`config.mk`:
```
export PLATFORM = sky130hd
export DESIGN_NAME = ssc_startup_sequencer
export DESIGN_NICKNAME = d
export VERILOG_FILES = /design/src/hdl/ssc_pkg.sv /design/src/hdl/ssc_startup_sequencer.sv
export SDC_FILE = /design/constraint.sdc
export NUM_CORES = 1
export LEC_CHECK = 0
export ABC_AREA = 1
export BUFFER_PORTS_ARGS = -buffer_cell sky130_fd_sc_hd__buf_2
export CAP_MARGIN = 20
export CORE_MARGIN = 1
export CORE_UTILIZATION = 35
export DETAILED_ROUTE_END_ITERATION = 7
export GPL_ROUTABILITY_DRIVEN = 0
export PLACE_DENSITY = 0.65
export RECOVER_POWER = 50
export SYNTH_ARGS = -nofsm -noshare
export SYNTH_HDL_FRONTEND = slang
export SYNTH_SLANG_ARGS = --single-unit
```
`constraint.sdc`:
```
create_clock -name ref_clk -period 19.39 [get_ports ref_clk]
set_input_delay 0 -clock ref_clk [delete_from_list [all_inputs] [get_ports ref_clk]]
set_output_delay 0 -clock ref_clk [all_outputs]
set_load 0.005 [all_outputs]
```
`src/hdl/ssc_pkg.sv`:
```
// Package for the start-up sequencer: widths, codes, timing constants.
// Assumes a 40 MHz reference clock and 32 kHz ticks arriving as pulses.
package ssc_pkg;
  localparam int          SLOT_W            = 5;
  localparam int          PERIOD_SEL_W      = 2;
  localparam int          NUM_RAILS         = 12;
  localparam int          CFG_W             = 64;
  // Slot period in microseconds, per select code
  localparam int          SLOT_US_SEL0      = 500;
  localparam int          SLOT_US_SEL1      = 1000;
  localparam int          SLOT_US_SEL2      = 2000;
  localparam int          SLOT_US_SEL3      = 4000;
  // Tick rate in kHz; slot length in ticks derives from it
  localparam int          TICK_KHZ          = 32;
  localparam int          SLOT_TICKS_SEL0   = SLOT_US_SEL0 * TICK_KHZ / 1000;
  localparam int          SLOT_TICKS_SEL1   = SLOT_US_SEL1 * TICK_KHZ / 1000;
  localparam int          SLOT_TICKS_SEL2   = SLOT_US_SEL2 * TICK_KHZ / 1000;
  localparam int          SLOT_TICKS_SEL3   = SLOT_US_SEL3 * TICK_KHZ / 1000;
  // Long press in milliseconds, counted on the derived tick
  localparam int          LONG_PRESS_MS     = 4000;
  localparam int          LONG_PRESS_TICKS  = LONG_PRESS_MS * TICK_KHZ;
  localparam logic [0:0]  ADDR_MSB          = 1'h1;
  localparam logic [0:0]  HOLD_RESET        = 1'h0;
  // Config source codes
  localparam logic [1:0]  SRC_NONE          = 2'h0;
  localparam logic [1:0]  SRC_FUSE          = 2'h1;
  localparam logic [1:0]  SRC_SHADOW        = 2'h2;
  localparam logic [1:0]  SRC_FACTORY       = 2'h3;
  typedef enum logic [3:0] {
    SSC_OFF  = 4'b0001,
    SSC_LOAD = 4'b0010,
    SSC_SEQ  = 4'b0100,
    SSC_ON   = 4'b1000
  } ssc_state_e;
endpackage

```
`src/hdl/ssc_startup_sequencer.sv`:
```
// Start-up sequencer: config source, button decode, timed rail enables.
// Assumes all inputs synchronous to ref_clk; ticks are one-cycle pulses.
// What this block does
// - Every rail has a five-bit slot code
// - Zero slot code keeps rail off
// - Enable time is code times slot period
// - Period select: 500/1000/2000/4000 microseconds
// - Sequence ends at highest programmed slot
// - Level mode: high on, low off
// - Edge mode: falling edge turns on
// - Edge mode: four-second low turns off
// - Slave address is one plus three bits
// - Shadow cleared when main supply appears
// - Fuse pin at core: factory defaults load
// - Fuse pin low, hold 0, select 1, all bank enables set: fuses
// - Fuse pin low, hold 0, select 0: zero
// - Hold bit resets zero, keeps shadow contents
// - Host may write shadow while supply valid
// - Shadow start needs supply, pin low, hold
// - After fuse load, turn-on uses fuse config
// - Optionally load error-corrected fuse values
// - Sequencing and long-press count use derived tick
// - Untrimmed tick only in low-power cases
// - Low-supply and button debounce use untrimmed tick
`timescale 1ns/1ps
`default_nettype none
module ssc_startup_sequencer #(
  parameter int NUM_RAILS        = ssc_pkg::NUM_RAILS,
  parameter int CFG_W            = ssc_pkg::CFG_W,
  parameter int NUM_BANKS        = 10,
  parameter int LONG_PRESS_TICKS = ssc_pkg::LONG_PRESS_TICKS,
  parameter int DEBOUNCE_TICKS   = 1
) (
  input  wire  logic                                   ref_clk,
  input  wire  logic                                   srst,
  input  wire  logic                                   clk_en,
  input  wire  logic                                   tick_trim,
  input  wire  logic                                   tick_untrim,
  input  wire  logic                                   main_supply_valid,
  input  wire  logic                                   above_undervoltage,
  input  wire  logic                                   rails_low_power,
  input  wire  logic                                   fuse_supply_pin,
  input  wire  logic                                   shadow_hold_bit,
  input  wire  logic                                   fuse_load_select,
  input  wire  logic [NUM_BANKS-1:0]                   bank_load_enable,
  input  wire  logic                                   ecc_select,
  input  wire  logic [CFG_W-1:0]                       fuse_raw,
  input  wire  logic [CFG_W-1:0]                       fuse_corrected,
  input  wire  logic [CFG_W-1:0]                       factory_cfg,
  input  wire  logic                                   host_wr,
  input  wire  logic [CFG_W-1:0]                       host_wdata,
  input  wire  logic                                   power_button_pin,
  input  wire  logic                                   button_edge_mode,
  input  wire  logic [NUM_RAILS*ssc_pkg::SLOT_W-1:0]   slot_codes,
  input  wire  logic [ssc_pkg::PERIOD_SEL_W-1:0]       slot_period_select,
  input  wire  logic [2:0]                             slave_addr_bits,
  input  wire  logic                                   low_supply_raw,
  output var   logic [NUM_RAILS-1:0]                   rail_enable,
  output var   logic                                   seq_done,
  output var   logic                                   powered_on,
  output var   logic [3:0]                             slave_addr,
  output var   logic [CFG_W-1:0]                       config_shadow_regs,
  output var   logic [1:0]                             config_source,
  output var   logic                                   use_untrimmed,
  output var   logic                                   low_supply_irq,
  output var   logic                                   button_irq
);

  ssc_pkg::ssc_state_e state_reg;
  logic                tick_sel;
  logic                supply_prev_reg;
  logic                button_prev_reg;
  logic [15:0]         slot_len;
  logic [15:0]         sub_cnt_reg;
  logic [4:0]          slot_cnt_reg;
  logic [4:0]          last_slot;
  logic [31:0]         press_cnt_reg;
  logic                turn_on;
  logic                turn_off;
  logic                seq_run;
  logic [NUM_RAILS-1:0] rail_hit;
  logic [7:0]          lowsup_cnt_reg;
  logic [7:0]          btn_cnt_reg;

  // Clock source choice; untrimmed only when trimmed timing is unneeded
  assign tick_sel = (!above_undervoltage || rails_low_power) ? tick_untrim : tick_trim;

  always_ff @(posedge ref_clk) begin
    if (srst) begin
      use_untrimmed <= 1'h0;
    end else if (clk_en) begin
      use_untrimmed <= !above_undervoltage || rails_low_power;
    end
  end

  // Slot length in ticks from the period select
  always_comb begin
    case (slot_period_select)
      2'h0:    slot_len = 16'(ssc_pkg::SLOT_TICKS_SEL0);
      2'h1:    slot_len = 16'(ssc_pkg::SLOT_TICKS_SEL1);
      2'h2:    slot_len = 16'(ssc_pkg::SLOT_TICKS_SEL2);
      default: slot_len = 16'(ssc_pkg::SLOT_TICKS_SEL3);
    endcase
  end

  // Highest programmed slot; the sequence stops there, not at 31
  always_comb begin
    last_slot = 5'h00;
    for (int i = 0; i < NUM_RAILS; i++) begin
      if (slot_codes[i*ssc_pkg::SLOT_W +: ssc_pkg::SLOT_W] > last_slot) begin
        last_slot = slot_codes[i*ssc_pkg::SLOT_W +: ssc_pkg::SLOT_W];
      end
    end
  end

  // Button decode: level mode follows the pin, edge mode uses falling edge
  assign turn_on  = button_edge_mode ? (button_prev_reg && !power_button_pin)
                                     : power_button_pin;
  assign turn_off = button_edge_mode ? (press_cnt_reg >= 32'(LONG_PRESS_TICKS))
                                     : !power_button_pin;

  always_ff @(posedge ref_clk) begin
    if (srst) begin
      button_prev_reg <= 1'h1;
    end else if (clk_en) begin
      button_prev_reg <= power_button_pin;
    end
  end

  // Long-press counter on the trimmed derived tick, saturating
  always_ff @(posedge ref_clk) begin
    if (srst) begin
      press_cnt_reg <= 32'h0;
    end else if (clk_en) begin
      if (power_button_pin || !button_edge_mode) begin
        press_cnt_reg <= 32'h0;
      end else if (tick_trim && press_cnt_reg < 32'(LONG_PRESS_TICKS)) begin
        press_cnt_reg <= press_cnt_reg + 32'h1;
      end
    end
  end

  // Shadow registers: cleared on supply arrival, then loaded per source
  always_ff @(posedge ref_clk) begin
    if (srst) begin
      supply_prev_reg    <= 1'h0;
      config_shadow_regs <= '0;
      config_source      <= ssc_pkg::SRC_NONE;
    end else if (clk_en) begin
      supply_prev_reg <= main_supply_valid;
      if (main_supply_valid && !supply_prev_reg) begin
        config_shadow_regs <= '0;
        config_source      <= ssc_pkg::SRC_NONE;
      end else if (main_supply_valid && state_reg == ssc_pkg::SSC_LOAD) begin
        if (fuse_supply_pin) begin
          config_shadow_regs <= factory_cfg;
          config_source      <= ssc_pkg::SRC_FACTORY;
        end else if (shadow_hold_bit) begin
          config_source      <= ssc_pkg::SRC_SHADOW;
        end else if (fuse_load_select && &bank_load_enable) begin
          config_shadow_regs <= ecc_select ? fuse_corrected : fuse_raw;
          config_source      <= ssc_pkg::SRC_FUSE;
        end else begin
          config_shadow_regs <= '0;
          config_source      <= ssc_pkg::SRC_NONE;
        end
      end else if (host_wr && main_supply_valid) begin
        config_shadow_regs <= host_wdata;
      end
    end
  end

  // Sequence keeps running while in SEQ, the supply holds and no turn-off
  assign seq_run = (state_reg == ssc_pkg::SSC_SEQ) && !turn_off && main_supply_valid;

  // Power state machine; needs valid supply for any start
  always_ff @(posedge ref_clk) begin
    if (srst) begin
      state_reg <= ssc_pkg::SSC_OFF;
    end else if (clk_en) begin
      case (state_reg)
        ssc_pkg::SSC_OFF: begin
          if (turn_on && main_supply_valid) begin
            state_reg <= ssc_pkg::SSC_LOAD;
          end
        end
        ssc_pkg::SSC_LOAD: begin
          state_reg <= ssc_pkg::SSC_SEQ;
        end
        ssc_pkg::SSC_SEQ: begin
          if (!seq_run) begin
            state_reg <= ssc_pkg::SSC_OFF;
          end else if (slot_cnt_reg >= last_slot) begin
            state_reg <= ssc_pkg::SSC_ON;
          end
        end
        ssc_pkg::SSC_ON: begin
          if (turn_off || !main_supply_valid) begin
            state_reg <= ssc_pkg::SSC_OFF;
          end
        end
        default: state_reg <= ssc_pkg::SSC_OFF;
      endcase
    end
  end

  // Slot timer; counts only while running and short of the last slot, so
  // unused slots past the highest code are never waited out
  always_ff @(posedge ref_clk) begin
    if (srst) begin
      sub_cnt_reg  <= 16'h0;
      slot_cnt_reg <= 5'h00;
    end else if (clk_en) begin
      if (state_reg == ssc_pkg::SSC_LOAD) begin
        sub_cnt_reg  <= 16'h0;
        slot_cnt_reg <= 5'h00;
      end else if (seq_run && slot_cnt_reg < last_slot && tick_sel) begin
        if (sub_cnt_reg + 16'h1 >= slot_len) begin
          sub_cnt_reg  <= 16'h0;
          slot_cnt_reg <= slot_cnt_reg + 5'h01;
        end else begin
          sub_cnt_reg <= sub_cnt_reg + 16'h1;
        end
      end
    end
  end

  // Status flags; powered_on rises on the first sequencing cycle
  always_ff @(posedge ref_clk) begin
    if (srst) begin
      seq_done   <= 1'h0;
      powered_on <= 1'h0;
    end else if (clk_en) begin
      if (state_reg == ssc_pkg::SSC_OFF) begin
        seq_done   <= 1'h0;
        powered_on <= 1'h0;
      end else if (state_reg == ssc_pkg::SSC_SEQ) begin
        powered_on <= 1'h1;
        if (seq_run && slot_cnt_reg >= last_slot) begin
          seq_done <= 1'h1;
        end
      end
    end
  end

  // Per-rail compare; equal codes rise together, zero never rises
  for (genvar g = 0; g < NUM_RAILS; g++) begin : g_rail
    logic [ssc_pkg::SLOT_W-1:0] code;
    assign code = slot_codes[g*ssc_pkg::SLOT_W +: ssc_pkg::SLOT_W];
    assign rail_hit[g] = (code != 5'h00) && (slot_cnt_reg >= code);
    always_ff @(posedge ref_clk) begin
      if (srst) begin
        rail_enable[g] <= 1'h0;
      end else if (clk_en) begin
        rail_enable[g] <= (state_reg == ssc_pkg::SSC_SEQ || state_reg == ssc_pkg::SSC_ON)
                          && rail_hit[g];
      end
    end
  end

  // Slave address: fixed top bit over the programmed low bits
  always_ff @(posedge ref_clk) begin
    if (srst) begin
      slave_addr <= {ssc_pkg::ADDR_MSB, 3'h0};
    end else if (clk_en) begin
      slave_addr <= {ssc_pkg::ADDR_MSB, slave_addr_bits};
    end
  end

  // Interrupt debounce for these two counts untrimmed ticks only; the
  // trimmed tick may be gone in the very states that raise them
  always_ff @(posedge ref_clk) begin
    if (srst) begin
      lowsup_cnt_reg <= 8'h0;
      low_supply_irq <= 1'h0;
    end else if (clk_en) begin
      if (low_supply_raw == low_supply_irq) begin
        lowsup_cnt_reg <= 8'h0;
      end else if (tick_untrim) begin
        if (lowsup_cnt_reg + 8'h1 >= 8'(DEBOUNCE_TICKS)) begin
          low_supply_irq <= low_supply_raw;
          lowsup_cnt_reg <= 8'h0;
        end else begin
          lowsup_cnt_reg <= lowsup_cnt_reg + 8'h1;
        end
      end
    end
  end

  // Button interrupt reports the pin held low, on the same untrimmed tick
  always_ff @(posedge ref_clk) begin
    if (srst) begin
      btn_cnt_reg <= 8'h0;
      button_irq  <= 1'h0;
    end else if (clk_en) begin
      if (!power_button_pin == button_irq) begin
        btn_cnt_reg <= 8'h0;
      end else if (tick_untrim) begin
        if (btn_cnt_reg + 8'h1 >= 8'(DEBOUNCE_TICKS)) begin
          button_irq  <= !power_button_pin;
          btn_cnt_reg <= 8'h0;
        end else begin
          btn_cnt_reg <= btn_cnt_reg + 8'h1;
        end
      end
    end
  end

endmodule
`default_nettype wire

```
==> out/metrics.csv <==
metric,value,unit
post_cts_resize_count,0,
skew,0.01095,ns
max_stage_delay,0.64,ns
clock_latency,0.44,ns
synth.avg_cell_area,6.608,um^2
ioPinCount,434,
wl,46.23,mm
grt_max_degree,100,
synth_nets,2329,
grt_pass1_wl,72.47,mm
regArea,0.003223,mm^2
dieArea,0.03566,mm^2
power.density,166.3,mW/mm^2
ys.warnings.count,0,
power,2.751,mW
worstPathArrival,16.58,ns
synth_top_family_by_area,compound AO/OA/AOI/OAI gates,
worst_pin_slew,3.919,ns
vias_per_cell,5.106,
crit_path_max_fanout,12,
hpwlAfterDp,34.23,mm
cts.sink_count,161,
crit_path_end_kind,register,
finalSetupViolCount,0,
grt_pass1_vias,14040,
yosysMostFrequentCell,nand2_1,
cts_buffer_depth,2,
clk_pin_slew,0.08,ns
cts-buffers-inserted,17,
nNetsFinal,2830,
status,finished with violations,
core_area,0.03446,mm^2
cts_tree,built,
ys_seq_area_frac,0.2638,
avgRoutedWirePerCell,16.32,um
crit_path_start_kind,primary input,
ys_ff_latch,161,
synth_top_cell_by_area,dfxtp_1,
yosys.area_share.adder,0.1362,
synthTopCellsByArea,"dfxtp_1 26%, ha_1 14%, a21oi_1 12%",
synth_edf_count,0,
dieWidth,188.8,um
synthMuxAreaShare,0.0009217,
synth_xor_area_frac,0.007168,
largest_reg_flops,64,
period_minus_slack,16.22,ns
io_buffers,432,
synthDominantCellAreaShare,0.2638,
start_util,0.3546,
drive_above_1_share,0.1854,
power.leakage,7.914,nW
criticalPathCategory,in -> reg,
netlist-cell-type-count,52,
rows,68,
hold-worst-slack,0.02968,ns
async_flop_share,0,
rsz0062_at_grt,false,
path_common_cell,nand2_1,
fmax,61.67,MHz
synth.cells.most_frequent,"330 x nand2_1, 285 x a21oi_1, 277 x inv_1",
holdCritPathClass,in -> reg,
slowest_stage,a2111oi_0,
r2r_slack,15.64,ns
relSlewSlack,-1.613,
violations,"DRC, capacitance limit, slew limit",
synth-simple-area-share,0.2189,
vdd_ir_drop_max,0.4458,mV
vias,14470,
overflow,0,
multi_input_area,0.007609,mm^2
synth_top_flop_cell,dfxtp_1,
first_pass_iters,7,
htreeDepth,4,
synth_compound_area_frac,0.2565,
grt.total_usage,0.2558,
ant_nets,0,
synth_area,0.01222,mm^2
drtIter0Drc,868,
dieHeight,188.8,um
syn_to_final_growth,35.42,%
synthCells,1849,
finalSetupTns,0,ns
antenna_found_initial,19,
maxSlewViolCount,148,
period_share,0.8363,
fillCellCount,3532,
maxCapViolations,2,
hold_viol,0,
crit_required,19.75,ns
drc,2,
cts_root_buf,clkbuf_16,
-- final cells by class --
type                    instances  share of cell area
flip-flops and latches        161              0.1948
repair buffers                569              0.2070
clock buffers                  17             0.02571
inverters                     283             0.06450
diodes                         15            0.002269
well taps                     455             0.03441
multi-input cells            1318              0.4598
clock inverters                15             0.01142
-- path summary, 6_finish.rpt --
| path | from | endpoint | cells past startpoint |
|---|---|---|---|
| setup / recovery | slot_codes[4] | slot_cnt_reg[1] | 108 |
| hold / removal | factory_cfg[56] | config_shadow_regs[56] | 5 |
| setup reg to reg | state_reg[3] | config_shadow_regs[33] | 10 |
| hold reg to reg | press_cnt_reg[31] | press_cnt_reg[31] | 2 |
-- kinds of logic after synthesis --
family / after synthesis
AND/OR/NAND/NOR: 610
AO/OA/AOI/OAI: 563
buffers and inverters: 370
flip-flops: 161
adder cells (fa/ha/maj): 133
XOR/XNOR: 10
other: 1
multiplexers: 1
-- worst max-delay path, delay by kind of cell --
| family | cells | cell delay, ns |
|---|---|---|
| fa+ha+maj | 12 | 3.18 |
| compound gates | 20 | 3.92 |
| buf+inv | 19 | 2.30 |
| simple gates | 57 | 7.15 |
-- per-stage QoR --
step | setup slack [ns] | area, um^2 | utilization | cells
6_report | 3.174 | 16550 | 0.4802 | 2833
5_1_grt | 1.335 | 16540 | 0.4799 | 2829
4_1_cts | 3.593 | 16600 | 0.4816 | 2818
3_5_place_dp | 3.680 | 14700 | 0.4266 | 2658
3_3_place_gp | 4.531 | 14700 | 0.4266 | 2658
2_1_floorplan | 5.767 | 12220 | - | 1849
-- timing repair --
action                                 in CTS  in global routing
endpoints found under the hold margin      91                  0
setup buffers                               0                  0
hold buffers                              128                  0
-- power breakdown --
group	total, mW	internal [mW]	switching, mW
Clock	0.356	0.177	0.179
Sequential	0.355	0.347	0.00889
Combinational	2.04	0.765	1.27
Total	2.75	1.29	1.46
-- placed cells by master, fill, tap and decap left out, drive strengths merged, types with 2 or more instances in the layout --
master	Yosys	routed
a31oi	7	7
a21oi	286	286
clkinv	0	8
dlygate4sd3	0	128
inv	283	290
o221a	2	2
buf	23	375
ha	133	133
diode	0	15
nand4	25	25
o221ai	11	11
nand3	79	79
nor4	6	6
o21ai	163	163
clkbuf	64	83
a211oi	3	3
o41ai	2	2
or2	4	4
dfxtp	161	161
nor2	101	101
o211ai	67	67
xor2	9	9
a22oi	2	2
and3	2	2
nor3	40	40
nand2	331	331
o21bai	14	14
and2	19	19
o21a	2	2
-- routing by layer --
metal / global-route usage / vias to the layer above / routed length (um)
met5: 0 / - / 49
met4: 0.1256 / 8 / 1631
met3: 0.07059 / 108 / 3385
met2: 0.4362 / 557 / 22200
met1: 0.2929 / 6556 / 18970
li1: - / 7236 / -
Power figures use the tool's default switching activity.
